**config.mk**
```make
export PLATFORM = sky130hd
export DESIGN_NAME = cfg_loader
export DESIGN_NICKNAME = d
export VERILOG_FILES = /design/src/verilog/cfg_loader_pkg.sv /design/src/verilog/cfg_unpack.sv /design/src/verilog/cfg_loader.sv
export VERILOG_INCLUDE_DIRS = /design/src /design/src/verilog
export SDC_FILE = /design/constraint.sdc
export NUM_CORES = 1
export LEC_CHECK = 0
export BUFFER_PORTS_ARGS = -buffer_cell sky130_fd_sc_hd__clkbuf_2
export CELL_PAD_IN_SITES_DETAIL_PLACEMENT = 0
export CELL_PAD_IN_SITES_GLOBAL_PLACEMENT = 1
export CORE_ASPECT_RATIO = 0.9
export CORE_UTILIZATION = 41
export DETAILED_ROUTE_END_ITERATION = 8
export GPL_ROUTABILITY_DRIVEN = 0
export PLACE_DENSITY = 0.88
export REMOVE_ABC_BUFFERS = 1
export SYNTH_ARGS = -nofsm -noshare
export SYNTH_HDL_FRONTEND = slang
export SYNTH_HIERARCHICAL = 1
export SYNTH_SLANG_ARGS = --single-unit
```
**constraint.sdc**
```tcl
create_clock -name i_mclk -period 6.5 [get_ports i_mclk]
set_clock_uncertainty 0.05 [all_clocks]
set_input_delay 1.625 -clock i_mclk [delete_from_list [all_inputs] [get_ports i_mclk]]
set_output_delay 1.625 -clock i_mclk [all_outputs]
set_load 0.1 [all_outputs]
```
**src/verilog/cfg_loader_params.svh**
```systemverilog
// Constants for the volatile configuration word loader.
`ifndef CFG_LOADER_PARAMS_SVH
`define CFG_LOADER_PARAMS_SVH
`define CFG_FLASH_AW        24
`define CFG_FLASH_DW        24
`define CFG_FLASH_TOP_ADDR  24'h00_57FE
`define CFG_SHADOW_BASE     24'hF8_0000
`define CFG_SPACE_BASE      24'h80_0000
`define CFG_SHADOW_WORDS    4
`define CFG_ERASED_BYTE     8'hFF
`define CFG_FLASH_LAT       2
`endif

```
**src/verilog/cfg_loader_pkg.sv**
```systemverilog
// Types for the volatile configuration word loader.
package cfg_loader_pkg;
    typedef enum logic [2:0] {
        ST_IDLE  = 3'b000,
        ST_REQ0  = 3'b001,
        ST_WAIT0 = 3'b010,
        ST_REQ1  = 3'b011,
        ST_WAIT1 = 3'b100,
        ST_DONE  = 3'b101
    } load_state_type;
endpackage : cfg_loader_pkg

```
**src/verilog/cfg_unpack.sv**
```systemverilog
// Spreads two packed flash configuration words across the shadow registers.
`timescale 1ns/1ps
`default_nettype none
`include "cfg_loader_params.svh"
module cfg_unpack (
    input  wire logic [23:0] i_word0,
    input  wire logic [23:0] i_word1,
    output logic      [95:0] o_shadow
);
    // Low 16 bits of each word carry configuration; upper bytes are unimplemented.
    always_comb begin
        o_shadow        = {96{1'b1}};
        o_shadow[7:0]   = i_word0[7:0];
        o_shadow[31:24] = i_word0[15:8];
        o_shadow[55:48] = i_word1[7:0];
        o_shadow[87:80] = i_word1[15:8];
    end
endmodule : cfg_unpack
`default_nettype wire

```
**src/verilog/cfg_loader.sv**
```systemverilog
// Loads the flash configuration words into volatile shadow registers on every reset.
`timescale 1ns/1ps
`default_nettype none
`include "cfg_loader_params.svh"
// Summary of operation
// - Shadow bits read 0 when programmed, 1 when erased.
// - Shadow bits are read-only, mapped from configuration address F80000.
// - Configuration space readable only by table reads, never by fetch.
// - Shadow registers are volatile and must be reloaded after power-up.
// - Source data are the two highest words of program flash.
// - Packed words are unpacked into scattered shadow locations.
// - Copy happens automatically on reset without software.
// - Every reset source triggers a reload.
// - Unimplemented word bits have no effect when written with ones.
// - Erasing the last page sets words to all ones, leaving code protection off.
// - Serial programming through any of three clock and data pin pairs.
module cfg_loader #(
    parameter int FLASH_LAT = `CFG_FLASH_LAT
) (
    input  wire logic        i_mclk,
    input  wire logic        i_rst,
    input  wire logic        i_dev_reset,
    output logic             o_flash_rd,
    output logic [23:0]      o_flash_addr,
    input  wire logic [23:0] i_flash_rdata,
    input  wire logic        i_tbl_rd,
    input  wire logic        i_ifetch,
    input  wire logic [23:0] i_cpu_addr,
    output logic [23:0]      o_tbl_rdata,
    output logic             o_tbl_hit,
    output logic             o_core_rst,
    output logic             o_cfg_valid,
    output logic             o_code_protect,
    output logic [95:0]      o_cfg_shadow,
    input  wire logic [2:0]  i_prog_sel,
    input  wire logic [2:0]  i_prog_serial_clock_pin,
    input  wire logic [2:0]  i_prog_serial_data_pin_in,
    input  wire logic        i_prog_data_out,
    input  wire logic        i_prog_data_oe,
    output logic [2:0]       o_prog_serial_data_pin_out,
    output logic [2:0]       o_prog_serial_data_pin_oe,
    output logic             o_prog_clk,
    output logic             o_prog_data
);
    // Sequencer state, latency count and the two captured flash words.
    cfg_loader_pkg::load_state_type state_r;
    cfg_loader_pkg::load_state_type state_nxt;
    logic [1:0]                     lat_r;
    logic [1:0]                     lat_nxt;
    logic [23:0]                    word0_r;
    logic [23:0]                    word0_nxt;
    logic [23:0]                    word1_r;
    logic [23:0]                    word1_nxt;
    logic                           valid_r;
    logic                           valid_nxt;
    // Registered shadow image, protection flag and the unpacked next image.
    logic [95:0]                    shadow_r;
    logic [95:0]                    shadow_nxt;
    logic                           protect_r;
    logic                           protect_nxt;
    logic [95:0]                    unpacked;
    // Table-read answer registers.
    logic [23:0]                    rdata_r;
    logic [23:0]                    rdata_nxt;
    logic                           hit_r;
    logic                           hit_nxt;

    // The unpacker works on the next word values so the shadow image is ready on the same edge.
    cfg_unpack u_unpack (
        .i_word0  (word0_nxt),
        .i_word1  (word1_nxt),
        .o_shadow (unpacked)
    );

    // Load sequencer: reads the top two flash words after every reset.
    // A device reset in mid-load restarts from the first word, so no half-loaded image survives.
    always_comb begin
        state_nxt  = state_r;
        lat_nxt    = lat_r;
        word0_nxt  = word0_r;
        word1_nxt  = word1_r;
        valid_nxt  = valid_r;
        o_flash_rd = 1'b0;
        o_flash_addr = `CFG_FLASH_TOP_ADDR;
        if (i_dev_reset) begin
            state_nxt = cfg_loader_pkg::ST_IDLE;
            valid_nxt = 1'b0;
            word0_nxt = {24{1'b1}};
            word1_nxt = {24{1'b1}};
        end else begin
            unique case (state_r)
                cfg_loader_pkg::ST_IDLE: begin
                    state_nxt = cfg_loader_pkg::ST_REQ0;
                end
                cfg_loader_pkg::ST_REQ0: begin
                    o_flash_rd   = 1'b1;
                    o_flash_addr = `CFG_FLASH_TOP_ADDR;
                    lat_nxt      = 2'(FLASH_LAT - 1);
                    state_nxt    = cfg_loader_pkg::ST_WAIT0;
                end
                cfg_loader_pkg::ST_WAIT0: begin
                    if (lat_r == 2'd0) begin
                        word0_nxt = i_flash_rdata;
                        state_nxt = cfg_loader_pkg::ST_REQ1;
                    end else begin
                        lat_nxt = lat_r - 2'd1;
                    end
                end
                cfg_loader_pkg::ST_REQ1: begin
                    o_flash_rd   = 1'b1;
                    o_flash_addr = `CFG_FLASH_TOP_ADDR + 24'h00_0002;
                    lat_nxt      = 2'(FLASH_LAT - 1);
                    state_nxt    = cfg_loader_pkg::ST_WAIT1;
                end
                cfg_loader_pkg::ST_WAIT1: begin
                    if (lat_r == 2'd0) begin
                        word1_nxt = i_flash_rdata;
                        valid_nxt = 1'b1;
                        state_nxt = cfg_loader_pkg::ST_DONE;
                    end else begin
                        lat_nxt = lat_r - 2'd1;
                    end
                end
                cfg_loader_pkg::ST_DONE: begin
                    state_nxt = cfg_loader_pkg::ST_DONE;
                end
                default: begin
                    state_nxt = cfg_loader_pkg::ST_IDLE;
                end
            endcase
        end
    end

    // Loader state registers; the words read erased (all ones) until loaded, which is
    // also what a blank flash would give.
    always_ff @(posedge i_mclk or posedge i_rst) begin
        if (i_rst) begin
            state_r <= cfg_loader_pkg::ST_IDLE;
            lat_r   <= 2'd0;
            word0_r <= {24{1'b1}};
            word1_r <= {24{1'b1}};
            valid_r <= 1'b0;
        end else begin
            state_r <= state_nxt;
            lat_r   <= lat_nxt;
            word0_r <= word0_nxt;
            word1_r <= word1_nxt;
            valid_r <= valid_nxt;
        end
    end

    // Shadow and protection follow the words being captured, so they change on the
    // same edge as the valid flag and never lag it by a cycle.
    always_comb begin
        shadow_nxt  = {96{1'b1}};
        protect_nxt = 1'b0;
        if (valid_nxt) begin
            shadow_nxt  = unpacked;
            protect_nxt = !unpacked[0];
        end
    end

    // Shadow and protection registers; erased and unprotected out of reset.
    always_ff @(posedge i_mclk or posedge i_rst) begin
        if (i_rst) begin
            shadow_r  <= {96{1'b1}};
            protect_r <= 1'b0;
        end else begin
            shadow_r  <= shadow_nxt;
            protect_r <= protect_nxt;
        end
    end

    // Table-read path into configuration space; fetches never hit.
    // Addresses above the shadow bytes still hit but return zero.
    always_comb begin
        hit_nxt   = 1'b0;
        rdata_nxt = 24'h00_0000;
        if (i_tbl_rd && !i_ifetch && i_cpu_addr >= `CFG_SPACE_BASE) begin
            hit_nxt = 1'b1;
            if (i_cpu_addr >= `CFG_SHADOW_BASE && i_cpu_addr < `CFG_SHADOW_BASE + 24'(2 * `CFG_SHADOW_WORDS)) begin
                // Each of the low four shadow bytes occupies one even address; unprogrammed reads 1.
                rdata_nxt = {16'h0000, shadow_r[8 * i_cpu_addr[2:1] +: 8]};
            end
        end
    end

    // Read data register; no write path exists into shadow bits.
    always_ff @(posedge i_mclk or posedge i_rst) begin
        if (i_rst) begin
            rdata_r <= 24'h00_0000;
            hit_r   <= 1'b0;
        end else begin
            rdata_r <= rdata_nxt;
            hit_r   <= hit_nxt;
        end
    end

    // The shadow, status and table-read outputs come from registers; o_flash_rd, o_flash_addr and the programming outputs are combinational.
    assign o_cfg_shadow   = shadow_r;
    assign o_cfg_valid    = valid_r;
    // The core stays in reset until both words are in place.
    assign o_core_rst     = !valid_r;
    // Erased all-ones words after a last-page erase leave code protection off.
    assign o_code_protect = protect_r;
    assign o_tbl_rdata    = rdata_r;
    assign o_tbl_hit      = hit_r;

    // Programming pin pair selection: one of three pairs carries the link.
    // Only the selected pair is ever driven, so the other pins stay free for general use.
    genvar g;
    generate
        for (g = 0; g < 3; g++) begin : g_pair
            assign o_prog_serial_data_pin_out[g] = i_prog_data_out;
            assign o_prog_serial_data_pin_oe[g]  = i_prog_data_oe && i_prog_sel[g];
        end
    endgenerate
    // The selected pair's clock and data reach the programming logic; the others are ignored.
    assign o_prog_clk  = |(i_prog_serial_clock_pin & i_prog_sel);
    assign o_prog_data = |(i_prog_serial_data_pin_in & i_prog_sel);
endmodule : cfg_loader
`default_nettype wire

```
==> metrics.cfg <==
[yosys]
synthesis.area_um2=6620
syn_inst=550
yosysWarningCount=6
synth_area_per_cell_um2=12.0

[cells_and_area]
multiInputGateArea_um2=1950
diodes=0
final_area_um2=7460
drive_gt1_share_pct=52.3
finalNonFillerCells=877
fillers=1424
synthToLayoutAreaGrowth_pct=12.8
fin_nets=728
seq_area_um2=3760

[critical_path]
startpoint=i_dev_reset
cp.required_ns=4.83
setup.worst_path.class=input pin to output pin
timing.reg2reg.worst_path_depth=6
rr_startpoint=lat_r[0]
cp-start-kind=input pin
cp.arrival_ns=2.66
cp-end-kind=output pin
worst-path-max-fanout=10

[die]
die-area_um2=16700
initial_core_util_pct=42.4
dieHeight_um=123
ios=221
num_rows=43
coreArea_um2=15600
die_w_um=136

[timing]
setup-tns-final_ns=0
setup_viol=0
period_minus_slack_ns=4.33
hold_viol_final=0
finalCritPeriodShare_pct=66.7
relSlewSlack_pct=45.2
tightest_slew_ns=0.822
maxSlewViolCount=0
fmax_mhz=231
grt_setup_unrepaired=no

[routing]
drt_wl_total_um=12600
vias=3986
vias_per_cell=4.55
ant_nets=0
routedWlPerCell_um=14.4
drtIter0Drc=184
drcViolationCount=0
dr.pass1.iters=4

[power]
vdd.ir_drop.worst_v=0.000179
p_leak_uw=0.00314
powerDensity_nw_per_um2=300

[grt]
antenna_found_initial=0
grt_max_degree=99
use_met3_pct=5.70
grt_pass1_vias=3804
busiest_layer=met2
overflow=0
met2_usage_pct=26.1
met1_usage_pct=17.8
grtUsageTotal_pct=15.6
grt_pass1_wl_um=19200

[min_path]
min-delay-start=lat_r[1]
hold_depth=1
hold_path_class=flip-flop to flip-flop

[clock_network]
cts_hold_buf=0
root_buffer=clkbuf_16
cts_resized=0
cts_tree=yes
htreeDepth=4
clk_pin_slew_ns=0.05
clk_latency_ns=0.41
cts_buffer_depth=2
cts_setup_buffers=0
cts.sinks=144
cts_buffers=17

[job]
cap_violations=0

[outcome]
status=finished, final reports clean

[placement]
placedCellCount=846
dpl.hpwl_um=8300
port-buffer-count=178
place_area_um2=6920

==> critical path: stages <==
cell and delay, ns:
buf_4 0.11, nor2b_1 0.06, and2_1 0.17, inv_1 0.19, clkbuf_2 0.50
==> layout by cell type (no fill, tap or decap), drive strengths merged, types with 2 or more instances in the layout <==
master    count
nor2b        43
dfrtp        16
clkinv        8
buf           5
dfstp       128
nor3          4
or3          97
clkinvlp      2
a222oi        2
a211o        32
and3b         2
and2          4
xnor2         2
mux4          8
a21oi         2
conb         93
nor2          6
nor4          3
nand4         2
clkbuf      197
inv           8
==> area by class of cell <==
cell class,instances,share of cell area (%)
flip-flops and latches,144,50.4
multi-input cells,310,26.1
clock buffers,20,5.98
clock inverters,11,1.24
repair buffers,182,12.4
well taps,202,3.39
inverters,8,0.469
==> power by group <==
part / internal (uW) / switching [uW] / total, uW
Sequential: 941 / 22.9 / 964
Combinational: 78.1 / 312 / 390
Clock: 530 / 357 / 886
==> state kept, by name (all words and copies together) (netlist names) <==
register,flops
lat_r,2
o_cfg_shadow,96
o_cfg_valid,1
o_code_protect,1
o_tbl_hit,1
o_tbl_rdata,8
state_r,3
word0_r,16
word1_r,16
==> per-layer routing <==
| metal | part of all wire, % | vias up |
|---|---|---|
| met5 | 0 | - |
| met4 | 1.9 | 0 |
| met3 | 7.6 | 17 |
| met2 | 50 | 163 |
| met1 | 41 | 1954 |
| li1 | - | 1852 |
==> final timing paths <==
kind                                        end  slack, ns
worst max-delay path            o_flash_addr[1]       2.17
worst min-delay path                   lat_r[1]       0.48
worst max register to register  o_cfg_shadow[7]       4.13
worst min register to register         lat_r[1]       0.48
max in group asynchronous        o_tbl_rdata[4]       3.95
min in group asynchronous        o_code_protect       1.35
==> metrics by stage <==
step / setup slack [ns] / total power (uW) / utilization (%) / hold slack, ns
floorplan: -3.61 / 1290 / - / 0.431
global placement: 2.17 / 1360 / 44.4 / 0.441
detailed placement: 2.15 / 1370 / 44.4 / 0.475
CTS: 2.15 / 2270 / 47.8 / 0.488
global route: 2.09 / 2340 / 47.8 / 0.498
finish: 2.17 / 2240 / 47.8 / 0.480
No activity file was read; power rests on OpenSTA's default activity.
